$ cat src/clock_source_and_wait_select_pkg.sv
// Package: register map, field positions and shared types of the clock select block
`default_nettype none
package clock_source_and_wait_select_pkg;

  // ----------------------------------------------------------------
  // Register map (byte addresses of 32-bit words)
  // ----------------------------------------------------------------
  localparam logic [7:0] irq_enable_index = 8'h04;
  localparam logic [7:0] clock_select_index = 8'h05;
  localparam logic [7:0] flag_index = 8'h03;
  localparam logic [7:0] status_index = 8'h08;
  localparam logic [9:0] irq_enable_addr = {irq_enable_index, 2'b00};
  localparam logic [9:0] clock_select_addr = {clock_select_index, 2'b00};
  localparam logic [9:0] flag_addr = {flag_index, 2'b00};
  localparam logic [9:0] status_addr = {status_index, 2'b00};

  // ----------------------------------------------------------------
  // Field positions
  // ----------------------------------------------------------------
  localparam int tick_irq_enable_pos = 7;
  localparam int synth_lockchange_irq_enable_pos = 4;
  localparam int selfclock_irq_enable_pos = 1;
  localparam int tick_event_flag_pos = 7;
  localparam int synth_lockchange_flag_pos = 4;
  localparam int selfclock_change_flag_pos = 1;
  localparam int synth_source_select_pos = 7;
  localparam int pseudo_halt_select_pos = 6;
  localparam int sysclocks_halt_in_wait_pos = 5;
  localparam int reduced_amplitude_in_wait_pos = 4;
  localparam int synth_halt_in_wait_pos = 3;
  localparam int core_halt_in_wait_pos = 2;
  localparam int tick_halt_in_wait_pos = 1;
  localparam int watchdog_halt_in_wait_pos = 0;

  // ----------------------------------------------------------------
  // Reset values and masks
  // ----------------------------------------------------------------
  localparam logic [7:0] irq_enable_reset = 8'h00;
  localparam logic [7:0] irq_enable_mask = 8'h92;
  localparam logic [7:0] clock_select_reset = 8'h00;
  localparam logic [7:0] flag_mask = 8'h92;
  localparam logic [1:0] bus_clock_divide = 2'h2;

  // ----------------------------------------------------------------
  // Shared types
  // ----------------------------------------------------------------
  typedef struct packed {
    logic        lock;
    logic        track;
    logic        auto_bandwidth;
    logic        self_clock_active;
    logic        tick_expired;
    logic        wait_mode;
    logic        stop_mode;
    logic        special_mode;
  } status_in_type;

  typedef struct packed {
    logic        synth_clock_selected;
    logic        oscillator_enable;
    logic        oscillator_reduced;
    logic        synth_powered;
    logic        force_auto_bandwidth;
    logic        sysclock_run;
    logic        core_clock_run;
    logic        tick_run;
    logic        tick_reinit;
    logic        watchdog_run;
    logic        watchdog_reinit;
  } clock_ctrl_type;

  typedef enum logic [2:0] {
    mode_run  = 3'b001,
    mode_wait = 3'b010,
    mode_stop = 3'b100
  } power_mode_type;

endpackage
`default_nettype wire

$ cat src/clock_select_irq_enable.sv
// Interrupt enable and clock select registers with their clock gating effects
//
// Local design decision: the AHB-Lite slave port.
`default_nettype none

module clock_select_irq_enable (
  // Clock and reset
  input  wire logic                      clk_in,
  input  wire logic                      rst_b_in,
  // AHB-Lite slave
  input  wire logic                      hsel_in,
  input  wire logic [31:0]               haddr_in,
  input  wire logic [1:0]                htrans_in,
  input  wire logic                      hwrite_in,
  input  wire logic [2:0]                hsize_in,
  input  wire logic [31:0]               hwdata_in,
  input  wire logic                      hready_in,
  output logic      [31:0]               hrdata_out,
  output logic                           hreadyout_out,
  output logic                           hresp_out,
  // Clock sources and generator status
  input  wire logic                      oscillator_clock_in,
  input  wire logic                      synth_clock_in,
  input  wire clock_source_and_wait_select_pkg::status_in_type status_in,
  input  wire logic                      synth_power_on_in,
  // Clock generator controls
  output clock_source_and_wait_select_pkg::clock_ctrl_type     ctrl_out,
  output logic                           bus_clock_enable_out,
  output logic                           irq_out
);
  import clock_source_and_wait_select_pkg::*;

  // ----------------------------------------------------------------
  // Storage
  // ----------------------------------------------------------------
  logic [7:0]     clock_event_irq_enable;
  logic [7:0]     clock_source_and_wait_select;
  logic [7:0]     flags;
  logic           sel_synth;
  logic [5:0]     sel_free;
  logic           sel_watchdog;
  logic           tick_flag;
  logic           lock_flag;
  logic           scm_flag;
  logic           watchdog_bit_written;
  logic           wr_pending;
  logic [9:0]     wr_addr;
  logic           lock_prev;
  logic           scm_prev;
  logic           wait_prev;
  logic           stop_prev;
  logic           div_phase;
  logic [2:0]     lock_sync;
  logic [2:0]     scm_sync;
  logic [2:0]     osc_sync;
  logic [2:0]     synth_sync;
  logic           lock_now;
  logic           scm_now;
  logic           osc_now;
  logic           synth_now;
  logic           osc_prev;
  logic           synth_prev;
  logic           wr_irq;
  logic           wr_sel;
  logic           wr_flag;
  logic           synth_allowed;
  logic           synth_auto_clear;
  logic           wait_entry;
  logic           src_rise;
  power_mode_type mode;

  // Synchronised level agreed by the last two stages
  function automatic logic agreed(input logic [2:0] s, input logic held);
    agreed = (s[1] == s[2]) ? s[2] : held;
  endfunction

  // Wait mode combined with one halt-in-wait select bit
  function automatic logic halted_in_wait(input power_mode_type m, input logic sel_bit);
    halted_in_wait = (m == mode_wait) && sel_bit;
  endfunction

  // ----------------------------------------------------------------
  // Bus slave: zero wait states, always OKAY
  // ----------------------------------------------------------------
  assign hreadyout_out = 1'b1;
  assign hresp_out = 1'b0;

  // Capture address phase of writes; reads are answered straight from the address phase
  // Only one transfer is ever open, so a single captured address is enough
  always_ff @(posedge clk_in or negedge rst_b_in) begin
    if (!rst_b_in) begin
      wr_pending <= 1'b0;
      wr_addr <= 10'h000;
    end else if (hready_in) begin
      wr_pending <= hsel_in && htrans_in[1] && hwrite_in;
      wr_addr <= haddr_in[9:0];
    end
  end

  assign wr_irq = wr_pending && (wr_addr == irq_enable_addr);
  assign wr_sel = wr_pending && (wr_addr == clock_select_addr);
  assign wr_flag = wr_pending && (wr_addr == flag_addr);

  // Read data registered at address phase; unmapped reads return zero
  always_ff @(posedge clk_in or negedge rst_b_in) begin
    if (!rst_b_in) begin
      hrdata_out <= 32'h0000_0000;
    end else if (hready_in && hsel_in && htrans_in[1] && !hwrite_in) begin
      case (haddr_in[9:0])
        irq_enable_addr:   hrdata_out <= {24'h000000, clock_event_irq_enable};
        clock_select_addr: hrdata_out <= {24'h000000, clock_source_and_wait_select};
        flag_addr:         hrdata_out <= {24'h000000, flags};
        status_addr:       hrdata_out <= {28'h0000000, lock_now, scm_now, mode == mode_wait,
                                          mode == mode_stop};
        default:           hrdata_out <= 32'h0000_0000;
      endcase
    end
  end

  // ----------------------------------------------------------------
  // Pin inputs: three-stage synchronisers
  // ----------------------------------------------------------------
  always_ff @(posedge clk_in or negedge rst_b_in) begin
    if (!rst_b_in) begin
      lock_sync <= 3'h0;
      scm_sync <= 3'h0;
      osc_sync <= 3'h0;
      synth_sync <= 3'h0;
    end else begin
      lock_sync <= {lock_sync[1:0], status_in.lock};
      scm_sync <= {scm_sync[1:0], status_in.self_clock_active};
      osc_sync <= {osc_sync[1:0], oscillator_clock_in};
      synth_sync <= {synth_sync[1:0], synth_clock_in};
    end
  end

  // Agreed levels and previous values for change detection
  always_ff @(posedge clk_in or negedge rst_b_in) begin
    if (!rst_b_in) begin
      lock_now <= 1'b0;
      scm_now <= 1'b0;
      lock_prev <= 1'b0;
      scm_prev <= 1'b0;
    end else begin
      lock_now <= agreed(lock_sync, lock_now);
      scm_now <= agreed(scm_sync, scm_now);
      lock_prev <= lock_now;
      scm_prev <= scm_now;
    end
  end

  // ----------------------------------------------------------------
  // Power mode tracking
  // ----------------------------------------------------------------
  always_ff @(posedge clk_in or negedge rst_b_in) begin
    if (!rst_b_in) begin
      mode <= mode_run;
      wait_prev <= 1'b0;
      stop_prev <= 1'b0;
    end else begin
      wait_prev <= status_in.wait_mode;
      stop_prev <= status_in.stop_mode;
      case ({status_in.stop_mode, status_in.wait_mode})
        2'b00:   mode <= mode_run;
        2'b01:   mode <= mode_wait;
        default: mode <= mode_stop;
      endcase
    end
  end

  assign wait_entry = status_in.wait_mode && !wait_prev;

  // ----------------------------------------------------------------
  // Interrupt enable register
  // ----------------------------------------------------------------
  // Writable at any time, unimplemented bits stay zero
  always_ff @(posedge clk_in or negedge rst_b_in) begin
    if (!rst_b_in) begin
      clock_event_irq_enable <= irq_enable_reset;
    end else if (wr_irq) begin
      clock_event_irq_enable <= hwdata_in[7:0] & irq_enable_mask;
    end
  end

  // ----------------------------------------------------------------
  // Event flags: set wins over write-one-to-clear
  // ----------------------------------------------------------------
  // Tick flag: a clear in the expiry cycle would lose an event, so set wins
  always_ff @(posedge clk_in or negedge rst_b_in) begin
    if (!rst_b_in) begin
      tick_flag <= 1'b0;
    end else if (status_in.tick_expired) begin
      tick_flag <= 1'b1;
    end else if (wr_flag && hwdata_in[tick_event_flag_pos]) begin
      tick_flag <= 1'b0;
    end
  end

  // Lock-change flag, set on either direction of the agreed lock level
  always_ff @(posedge clk_in or negedge rst_b_in) begin
    if (!rst_b_in) begin
      lock_flag <= 1'b0;
    end else if (lock_now != lock_prev) begin
      lock_flag <= 1'b1;
    end else if (wr_flag && hwdata_in[synth_lockchange_flag_pos]) begin
      lock_flag <= 1'b0;
    end
  end

  // Self-clock change flag, set on either direction of the agreed level
  always_ff @(posedge clk_in or negedge rst_b_in) begin
    if (!rst_b_in) begin
      scm_flag <= 1'b0;
    end else if (scm_now != scm_prev) begin
      scm_flag <= 1'b1;
    end else if (wr_flag && hwdata_in[selfclock_change_flag_pos]) begin
      scm_flag <= 1'b0;
    end
  end

  // Flag word as software sees it; unused positions read as zero
  assign flags = {tick_flag, 2'b00, lock_flag, 2'b00, scm_flag, 1'b0};

  // Combined request; each source gated by its own enable
  always_ff @(posedge clk_in or negedge rst_b_in) begin
    if (!rst_b_in) begin
      irq_out <= 1'b0;
    end else begin
      irq_out <= (flags[tick_event_flag_pos] && clock_event_irq_enable[tick_irq_enable_pos])
        || (flags[synth_lockchange_flag_pos]
            && clock_event_irq_enable[synth_lockchange_irq_enable_pos])
        || (flags[selfclock_change_flag_pos]
            && clock_event_irq_enable[selfclock_irq_enable_pos]);
    end
  end

  // ----------------------------------------------------------------
  // Clock select register
  // ----------------------------------------------------------------
  // Only a stable synthesizer may be chosen as system clock source
  assign synth_allowed = status_in.auto_bandwidth ? lock_now : status_in.track;
  assign synth_auto_clear = (scm_now && !scm_prev) || (status_in.stop_mode && !stop_prev)
    || (wait_entry && clock_source_and_wait_select[synth_halt_in_wait_pos]);

  // Source select: automatic clear takes priority over any write
  always_ff @(posedge clk_in or negedge rst_b_in) begin
    if (!rst_b_in) begin
      sel_synth <= clock_select_reset[synth_source_select_pos];
    end else if (synth_auto_clear) begin
      sel_synth <= 1'b0;
    end else if (wr_sel) begin
      sel_synth <= hwdata_in[synth_source_select_pos] && synth_allowed;
    end
  end

  // Free bits 6..1, writable at any time
  always_ff @(posedge clk_in or negedge rst_b_in) begin
    if (!rst_b_in) begin
      sel_free <= clock_select_reset[6:1];
    end else if (wr_sel) begin
      sel_free <= hwdata_in[6:1];
    end
  end

  // Watchdog halt bit: once after reset in normal modes
  always_ff @(posedge clk_in or negedge rst_b_in) begin
    if (!rst_b_in) begin
      sel_watchdog <= clock_select_reset[watchdog_halt_in_wait_pos];
      watchdog_bit_written <= 1'b0;
    end else if (wr_sel && (status_in.special_mode || !watchdog_bit_written)) begin
      sel_watchdog <= hwdata_in[watchdog_halt_in_wait_pos];
      watchdog_bit_written <= 1'b1;
    end
  end

  // Register word; each field has its own process so write rules stay apart
  assign clock_source_and_wait_select = {sel_synth, sel_free, sel_watchdog};

  // ----------------------------------------------------------------
  // Bus clock enable: selected source divided by two
  // ----------------------------------------------------------------
  // Agreed source levels; a level counts only once the last two stages match,
  // so a metastable first stage never produces a false edge
  always_ff @(posedge clk_in or negedge rst_b_in) begin
    if (!rst_b_in) begin
      osc_now <= 1'b0;
      synth_now <= 1'b0;
      osc_prev <= 1'b0;
      synth_prev <= 1'b0;
    end else begin
      osc_now <= agreed(osc_sync, osc_now);
      synth_now <= agreed(synth_sync, synth_now);
      osc_prev <= osc_now;
      synth_prev <= synth_now;
    end
  end

  // Rising edge of the chosen source toggles the divider phase
  // Sources must stay below a quarter of the bus clock or edges are lost
  assign src_rise = clock_source_and_wait_select[synth_source_select_pos]
    ? (synth_now && !synth_prev)
    : (osc_now && !osc_prev);

  always_ff @(posedge clk_in or negedge rst_b_in) begin
    if (!rst_b_in) begin
      div_phase <= 1'b0;
      bus_clock_enable_out <= 1'b0;
    end else begin
      bus_clock_enable_out <= 1'b0;
      if (src_rise) begin
        div_phase <= ~div_phase;
        bus_clock_enable_out <= div_phase && ctrl_out.sysclock_run;
      end
    end
  end

  // ----------------------------------------------------------------
  // Mode-dependent clock controls
  // ----------------------------------------------------------------
  always_ff @(posedge clk_in or negedge rst_b_in) begin
    if (!rst_b_in) begin
      ctrl_out <= '0;
    end else begin
      ctrl_out.synth_clock_selected <= clock_source_and_wait_select[synth_source_select_pos];
      ctrl_out.oscillator_enable <= (mode != mode_stop)
        || clock_source_and_wait_select[pseudo_halt_select_pos];
      ctrl_out.oscillator_reduced <= ((mode == mode_stop)
        && clock_source_and_wait_select[pseudo_halt_select_pos])
        || halted_in_wait(mode,
             clock_source_and_wait_select[reduced_amplitude_in_wait_pos]);
      ctrl_out.synth_powered <= synth_power_on_in
        && !halted_in_wait(mode, clock_source_and_wait_select[synth_halt_in_wait_pos]);
      ctrl_out.force_auto_bandwidth <= clock_source_and_wait_select[synth_halt_in_wait_pos];
      ctrl_out.sysclock_run <= !halted_in_wait(mode,
        clock_source_and_wait_select[sysclocks_halt_in_wait_pos]);
      ctrl_out.core_clock_run <= !halted_in_wait(mode,
        clock_source_and_wait_select[core_halt_in_wait_pos]);
      ctrl_out.tick_run <= !halted_in_wait(mode,
        clock_source_and_wait_select[tick_halt_in_wait_pos]);
      ctrl_out.tick_reinit <= wait_entry
        && clock_source_and_wait_select[tick_halt_in_wait_pos];
      ctrl_out.watchdog_run <= !halted_in_wait(mode,
        clock_source_and_wait_select[watchdog_halt_in_wait_pos]);
      ctrl_out.watchdog_reinit <= wait_entry
        && clock_source_and_wait_select[watchdog_halt_in_wait_pos];
    end
  end

endmodule
`default_nettype wire

$ cat config.mk
export PLATFORM = sky130hd
export DESIGN_NAME = clock_select_irq_enable
export DESIGN_NICKNAME = d
export VERILOG_FILES = /design/src/clock_source_and_wait_select_pkg.sv /design/src/clock_select_irq_enable.sv
export SDC_FILE = /design/constraint.sdc
export NUM_CORES = 1
export LEC_CHECK = 0
export BUFFER_PORTS_ARGS = -buffer_cell sky130_fd_sc_hd__buf_2
export CORE_MARGIN = 2
export CORE_UTILIZATION = 40
export CTS_BUF_LIST = sky130_fd_sc_hd__clkbuf_2 sky130_fd_sc_hd__clkbuf_4 sky130_fd_sc_hd__clkbuf_8
export DETAILED_ROUTE_END_ITERATION = 6
export GPL_ROUTABILITY_DRIVEN = 0
export PLACE_DENSITY = 0.72
export SYNTH_ARGS = -nofsm -noshare
export SYNTH_HDL_FRONTEND = slang
export SYNTH_SLANG_ARGS = --single-unit
$ cat constraint.sdc
create_clock -name clk_in -period 1.73 [get_ports clk_in]
set_input_delay 0.346 -clock clk_in [delete_from_list [all_inputs] [get_ports clk_in]]
set_output_delay 0.346 -clock clk_in [all_outputs]
set_load 0.02 [all_outputs]
; ---- Word level (Yosys, flattened, before mapping)
; Index checks and enable logic that the tools add are counted.
[totals]
output_inout_bits = 47
word_cells = 128
reg_bits = 97
inputBits = 85
[classes]
n_eq_ne = 17
mux = 13
reduce_logical = 57
bitwise = 1
[ops]
columns = cell, count
row1 = $eq 10x5->1 const B, 4
row2 = $logic_and 1x1->1, 33
row3 = $pmux 8 s4, 1
row4 = $eq 10x4->1 const B, 2
row5 = $logic_not 1->1, 12
row6 = $mux 1, 11
row7 = $eq 10x6->1 const B, 1
row8 = $reduce_bool 2->1, 4
row9 = $logic_or 1x1->1, 7
row10 = $pmux 3 s2, 1
row11 = $eq 1x1->1, 4
row12 = $eq 3x2->1 const B, 1
row13 = $eq 3x3->1 const B, 1
row14 = $ne 3x3->1 const B, 1
row15 = $eq 2x1->1 const B, 1
row16 = $logic_not 2->1, 1
row17 = $ne 1x1->1, 2
row18 = $not 1->1, 1

; ---- Logic depth before layout (Yosys ltp)
; Gate-level depths: netlist (run 1).
[logic_depth]
word_depth = 5
depth_mapped = 5
ltp_nobuf = 4

; ---- Worst setup path before layout (run 1)
; No wires, ideal clock.
[synth_timing]
kind = flip-flop to flip-flop
from = register wr_addr[6]
to = register sel_watchdog
path_buffers = 0
synth_period_minus_slack_ns = 1.549
path_slack_ns = 0.181
arrival_ns = 1.425
setup_ns = 0.125
required_ns = 1.605
stages_incl_launch_ff = 5
path_cell_list = dfrtp_1 > nor4b_4 > nand4_4 > a21oi_1 > mux2_2
[synth_between]
elab_chain_cells = 3
[synth_rtl]
columns = element, line_no
row1 = from (decl), clock_select_irq_enable.sv:47  ; logic [9:0] wr_addr;
row2 = from (signal assigned), clock_select_irq_enable.sv:96  ; wr_addr <= haddr_in[9:0];
row3 = $eq 10x5->1, clock_select_irq_enable.sv:101  ; assign wr_sel = wr_pending && (wr_addr == clock_select_addr);
row4 = $logic_and 1x1->1, clock_select_irq_enable.sv:101
row5 = $logic_and 1x1->1, clock_select_irq_enable.sv:270  ; end else if (wr_sel && (status_in.special_mode || !watchdog_bit_written)) begin
row6 = to (signal assigned), clock_select_irq_enable.sv:268  ; sel_watchdog <= clock_select_reset[watchdog_halt_in_wait_pos];
row7 = to (signal assigned), clock_select_irq_enable.sv:271  ; sel_watchdog <= hwdata_in[watchdog_halt_in_wait_pos];
row8 = to (decl), clock_select_irq_enable.sv:41  ; logic sel_watchdog;
; Every way passes these cells.
; A chain may end at the register's enable or synchronous reset.

; ---- Worst setup path after layout (run 1)
; Ends and elaborated chain as after synthesis.

==> flow_metrics.tcl, run 1 <==
set metrics [dict create \
    ff2ff_path_depth 4 \
    busiest_layer "met2" \
    grtUsageTotal_pct 14.0 \
    drt_iter0_drc 85 \
    final_nets 374 \
    min_period_over_period_pct 93.3 \
    diodes 0 \
    fin_skew_ns 0.00906 \
    dp_hpwl_um 3820 \
    cp_max_fo 4 \
    grt_max_degree 74 \
    crit_path_max_incr_delay_ns 0.41 \
    cts_tree "done" \
    fin_tns_setup_ns 0 \
    vias 1830 \
    clk_latency_ns 0.34 \
    grt_antenna_before_repair 0 \
    grt_pass1_vias 1767 \
    via_per_inst 4.67 \
    die-height_um 89.8 \
    crit_buf_inv 0 \
    htree_levels 3 \
    crit_path_end_kind "flop" \
    crit_slowest_cell "dfrtp_1" \
    period_minus_slack_ns 1.61 \
    slew_violations 0 \
    r2r_start "wr_addr[6]$_DFFE_PN0P_" \
    status "finished, final reports clean" \
    grt.overflow.total 0 \
    seq_area_frac_synth_pct 62.1 \
    ys_top_cells_by_area "dfrtp_1, mux2_2, buf_4" \
    ys.flop_type "dfrtp_1" \
    wl_um 5300 \
    rows 31 \
    die_x_um 89.8 \
    core-area_mm2 0.00718 \
    gr-usage-met3_pct 5.53 \
    ir_drop_v 0.000393 \
    start_kind "flop" \
    dp_slack_ns 0.0995 \
    wl_per_cell_um 13.5 \
    dr.pass1.iters 4 \
    synth_cell_types 48 \
    fmaxAchievable_mhz 620 \
    crit_chain "nor4b_4 > nand4_4 > a21oi_1 > mux2_2" \
    rsz0062_at_grt "no" \
    yosysTopAreaCellShare_pct 61.2 \
    syn_to_final_growth_pct 19.9 \
    yosysWarnings 0 \
    path_clk_slew_ns 0.07 \
    r2r-end "sel_watchdog$_DFFE_PN0P_" \
    ant_nets 0 \
    drive_gt1_share_pct 38.2 \
    p_leak_nw 1.65 \
    use_met2_pct 21.1 \
    start_util_pct 41.0 \
    yosys.area.top_type "dfrtp_1" \
    drc 0 \
    cts.sinks 73 \
    use_met1_pct 18.2 \
    num_io_pins 132 \
    worst_slack_ns 0.116 \
    yosysMostFrequentCell "dfrtp_1" \
    hold_viol 0 \
    synth_commonest_cells "dfrtp_1, buf_4, mux2_2" \
    critPathArrivalTime_ns 1.84 \
    clockRootBuffer "clkbuf_8" \
    cts.path.max_buffers 2 \
    cp_data_required_time_ns 1.95 \
    cap_violations 0 \
    hold_class "input pin to async pin" \
    die_area_mm2 0.00806 \
    critical_path_class "flop to flop" \
    port_buffers 55 \
    async_reset_ff_share_pct 100 \
    syn_inst 219 \
    crit_family "simple AND/OR/NAND/NOR gates" \
    ys_ff_latch 73 \
    powerDensity_mw_per_mm2 1040 \
    grt_pass1_wl_um 8890 \
    syn_area_per_cell_um2 13.4 \
    synth.cell_area_mm2 0.00294 \
    r2r_setup_slack_ns 0.12 \
    cts_buffers 9 \
    synth-edff-count 0 \
    setup_viol 0 \
]
flip-flops by register name, indices dropped and copies added, names as in the netlist, 3 cells and up:
name                    count
synth_sync                  3
ctrl_out                   11
hrdata_out                  8
wr_addr                    10
osc_sync                    3
scm_sync                    3
clock_event_irq_enable      3
mode                        3
sel_free                    6
lock_sync                   3
routing by layer:
metal | wire (µm) | vias up | part of all wire, %
met4 | 78 | 0 | 1.5
met2 | 2570 | 61 | 49
met5 | 0 | - | 0
met1 | 2290 | 911 | 43
li1 | - | 851 | -
met3 | 356 | 7 | 6.7
cell families (layout without fill, tap and decap cells):
kind of cell	after synthesis	in the layout	synth area share (%)
other	2	26	0.255
buffers and inverters	35	85	7.82
AND/OR/NAND/NOR	52	52	11.4
adder cells (fa/ha/maj)	5	5	1.79
multiplexers	24	24	9.10
AO/OA/AOI/OAI	26	26	6.89
flip-flops	73	73	62.1
XOR/XNOR	2	2	0.595
cell usage in the layout (no fill, tap or decap), drive strengths merged, types with 2 or more instances in the layout:
master / netlist / routed
mux2: 22 / 22
dfrtp: 72 / 72
bufinv: 0 / 2
nor4b: 2 / 2
clkinv: 0 / 4
buf: 28 / 63
mux2i: 2 / 2
conb: 2 / 26
clkbuf: 1 / 10
o21ai: 6 / 6
nand2: 20 / 20
a21o: 2 / 2
nand4: 2 / 2
o31ai: 3 / 3
a21oi: 2 / 2
a32oi: 3 / 3
a22oi: 2 / 2
maj3: 4 / 4
nand3: 3 / 3
inv: 6 / 6
xor2: 2 / 2
and3: 2 / 2
nor2: 5 / 5
and2: 2 / 2
nor2b: 5 / 5
nor3b: 3 / 3
worst reg2reg max path: cells and delay by family (launching register included):
family           cells  cell delay, ns
AND/OR/NAND/NOR      2            0.58
multiplexers         1            0.35
flip-flops           1            0.41
AO/OA/AOI/OAI        1            0.16
cell type report:
| cell class | count | area, µm² |
|---|---|---|
| fill | 644 | 3650 |
| sequential | 73 | 1830 |
| timing repair buffer | 63 | 348 |
| clock buffer | 10 | 138 |
| clock inverter | 6 | 91.3 |
| multi-input combinational | 135 | 977 |
| tap | 99 | 124 |
| inverter | 6 | 22.5 |
metrics by stage:
step | power [mW] | hold WS [ns] | cells | utilization [%] | cell area, µm²
after floorplan | 2.12 | 0.0504 | 243 | - | 3030
after global placement | 2.21 | 0.334 | 376 | 45.9 | 3300
after detailed placement | 2.22 | 0.336 | 376 | 45.9 | 3300
after CTS | 3.69 | 0.0252 | 392 | 49.1 | 3530
after global routing | 3.83 | 0.0343 | 392 | 49.2 | 3530
final | 3.65 | 0.0249 | 392 | 49.2 | 3530
report_power, final:
group | internal [mW] | switching, mW | total, mW | leakage (nW)
Combinational | 0.123 | 0.183 | 0.306 | 0.663
Clock | 0.856 | 0.617 | 1.47 | 0.116
Sequential | 1.81 | 0.0683 | 1.87 | 0.874
worst max path at each step:
stage | start | end | slack (ns) | depth (start not counted)
final | wr_addr[6]$_DFFE_PN0P_ | sel_watchdog$_DFFE_PN0P_ | 0.12 | 4
after global routing | wr_addr[1]$_DFFE_PN0P_ | clock_event_irq_enable[4]$_DFFE_PN0P_ | 0.02 | 4
after CTS | wr_addr[1]$_DFFE_PN0P_ | clock_event_irq_enable[4]$_DFFE_PN0P_ | 0.09 | 4
after detailed placement | wr_addr[1]$_DFFE_PN0P_ | clock_event_irq_enable[1]$_DFFE_PN0P_ | 0.1 | 4
after global placement | wr_addr[6]$_DFFE_PN0P_ | clock_event_irq_enable[7]$_DFFE_PN0P_ | 0.12 | 4
after floorplan | wr_addr[6]$_DFFE_PN0P_ | sel_watchdog$_DFFE_PN0P_ | 0.18 | 4
what timing repair did:
item | CTS | global route
hold buffers | 0 | 0
resized for setup | 0 | 1
setup endpoints to repair | 0 | 2
buffers inserted | 0 | 0
Note: power is estimated with default switching activity, not from simulation.
==> run 2, diff against run 1 <==
ABC_AREA = 1   (was not set)
ABC_CLOCK_PERIOD_IN_PS = 1730   (was not set)
PLACE_DENSITY = 0.71   (was 0.72)
==> run 2 against run 1 <==
Die area up 5.4%. Clock skew fell by 0.0015 ns. Via count grew 18%. First-iteration DRC count rose by 44%. Critical endpoint unchanged. Setup slack improved by 0.19 ns. Largest cell class unchanged. Final area up 3.8%. Non-clock buffer count down 2. Critical path type unchanged. Maximum frequency increased by 13%.
==> flow_metrics.tcl, run 2 <==
set metrics [dict create \
    status "finished, final reports clean" \
    rsz0062_at_grt "no" \
    synth.cell_area_mm2 0.00311 \
    clockRootBuffer "clkbuf_8" \
    final_common_cell "dfrtp_1" \
    wl_per_cell_um 12.0 \
    crit_slowest_cell "dfrtp_1" \
    ctsResizeCount 0 \
    dr.pass1.iters 4 \
    regMostFlops "ctrl_out" \
    grt_antenna_before_repair 0 \
    grt.overflow.total 0 \
    wl_met1_um 2590 \
    hold_viol 0 \
    yosys.area.top_type "dfrtp_1" \
    drt_iter0_drc 122 \
    syn_to_final_growth_pct 17.8 \
    slew_violations 0 \
    hold_class "input pin to flop" \
    cts_hold_buf 1 \
    die_x_um 92.2 \
    crit_cells 8 \
    crit_buf_inv 2 \
    fmaxAchievable_mhz 700 \
    crit_chain "nor2_1 > nand3_1 > nor2_2 > nand2_2 > clkinv_4 > nand2_2 > o21ai_1 > inv_1" \
    rows 32 \
    cap_violations 0 \
    crit_path_max_incr_delay_ns 0.38 \
    num_io_pins 132 \
    powerDensity_mw_per_mm2 966 \
    cts_buffers 9 \
    path_clk_slew_ns 0.08 \
    fin_util_pct 47.9 \
    start_util_pct 40.7 \
    fin_skew_ns 0.00757 \
    p_leak_nw 1.90 \
    setup_viol 0 \
    wl_met2_um 2710 \
    via_per_inst 4.42 \
    cts.path.max_buffers 2 \
    crit_top_cell "nand2_2" \
    power.total_mw 3.54 \
    period_minus_slack_ns 1.43 \
    syn_area_per_cell_um2 9.87 \
    crit_family "simple AND/OR/NAND/NOR gates" \
    yosysWarnings 0 \
    ys_ff_latch 73 \
    fin_tns_setup_ns 0 \
    clk_latency_ns 0.36 \
    critical_path_class "flop to flop" \
    ff2ff_path_depth 8 \
    yosysTopAreaCellShare_pct 57.9 \
    ys.flop_type "dfrtp_1" \
    crit_path_end_kind "flop" \
    synth_commonest_cells "dfrtp_1, nand2_1, inv_1" \
    ant_nets 0 \
    yosysMostFrequentCell "dfrtp_1" \
    highest_layer "met4" \
    diodes 0 \
    multi_input_area_mm2 0.00101 \
    htree_levels 3 \
    drive_gt1_share_pct 26.7 \
    drc 0 \
    vias 2158 \
    grt_pass1_vias 2138 \
    die-height_um 92.2 \
    final_cell_mix "dfrtp_1, nand2_1, buf_2" \
    grt_pass1_wl_um 9930 \
    wl_um 5830 \
    critPathArrivalTime_ns 1.68 \
    min_period_over_period_pct 82.6 \
    ys_top_cells_by_area "dfrtp_1, nand2_1, buf_4" \
    cts_tree "done" \
    synth-edff-count 0 \
    syn_inst 315 \
    seqCellArea_mm2 0.00183 \
    hold_ws_ns 0.0943 \
    cp_data_required_time_ns 1.98 \
    core-area_mm2 0.00765 \
    die_area_mm2 0.00849 \
    largest_reg_flops 11 \
    cts.sinks 73 \
    hold_depth 1 \
    cp_max_fo 9 \
    start_kind "flop" \
    async_reset_ff_share_pct 100 \
    grtUsageTotal_pct 15.5 \
    port_buffers 55 \
    wl_met3_um 310 \
    post-cts-setup-buffers 0 \
    synth_cell_types 38 \
    final_nets 467 \
    ir_drop_v 0.000417 \
    largest_registers "ctrl_out: 11 flops, wr_addr: 10 flops, hrdata_out: 8 flops" \
    grt_max_degree 30 \
    fillCellCount 728 \
    dp_hpwl_um 4420 \
    seq_area_frac_synth_pct 58.8 \
]
[run 2: cell families (layout without fill, tap and decap cells)]
family	Yosys count	count (layout)	synth area share, %
AND/OR/NAND/NOR	133	133	20.5
flip-flops	73	73	58.8
buffers and inverters	68	115	11.7
AO/OA/AOI/OAI	28	28	5.11
adder cells (fa/ha/maj)	5	5	1.69
multiplexers	4	4	1.45
other	2	26	0.242
XOR/XNOR	2	2	0.563
[run 2: per-layer routing]
metal  vias to the layer above  GRT usage (%)
met5                         -              0
met4                         0           10.6
met3                        17           4.11
met2                        56           23.2
met1                      1014           19.7
li1                       1071              -
[run 2: metrics by stage]
step	instance area, µm²	setup slack (ns)	std cells
after floorplan	3200	0.548	339
after global placement	3450	0.331	471
after detailed placement	3450	0.312	471
after CTS	3660	0.297	488
after global routing	3660	0.153	488
final	3660	0.301	488
[run 2: final timing paths]
check,from,slack [ns],endpoint
max reg2reg,wr_addr[9]$_DFFE_PN0P_,0.30,sel_watchdog$_DFFE_PN0P_
max in group asynchronous,rst_b_in,0.73,mode[0]$_DFF_PN1_
min in group asynchronous,rst_b_in,0.43,scm_now$_DFFE_PN0N_
min,synth_clock_in,0.09,synth_sync[0]$_DFF_PN0_
max,wr_addr[9]$_DFFE_PN0P_,0.30,sel_watchdog$_DFFE_PN0P_
min reg2reg,scm_sync[0]$_DFF_PN0_,0.34,scm_sync[1]$_DFF_PN0_
[run 2: where the power goes]
group          switching, mW  leakage, nW  internal (mW)
registers             0.0525        0.831           1.80
clock network          0.651       0.0949          0.706
logic                  0.212        0.972          0.114
[run 2: layout make-up]
type / instances / share of cell area (%)
clock buffers: 10 / 3.76
clock inverters: 6 / 1.81
inverters: 38 / 4.03
multi-input cells: 198 / 27.5
flip-flops and latches: 73 / 49.9
well taps: 102 / 3.48
repair buffers: 61 / 9.49
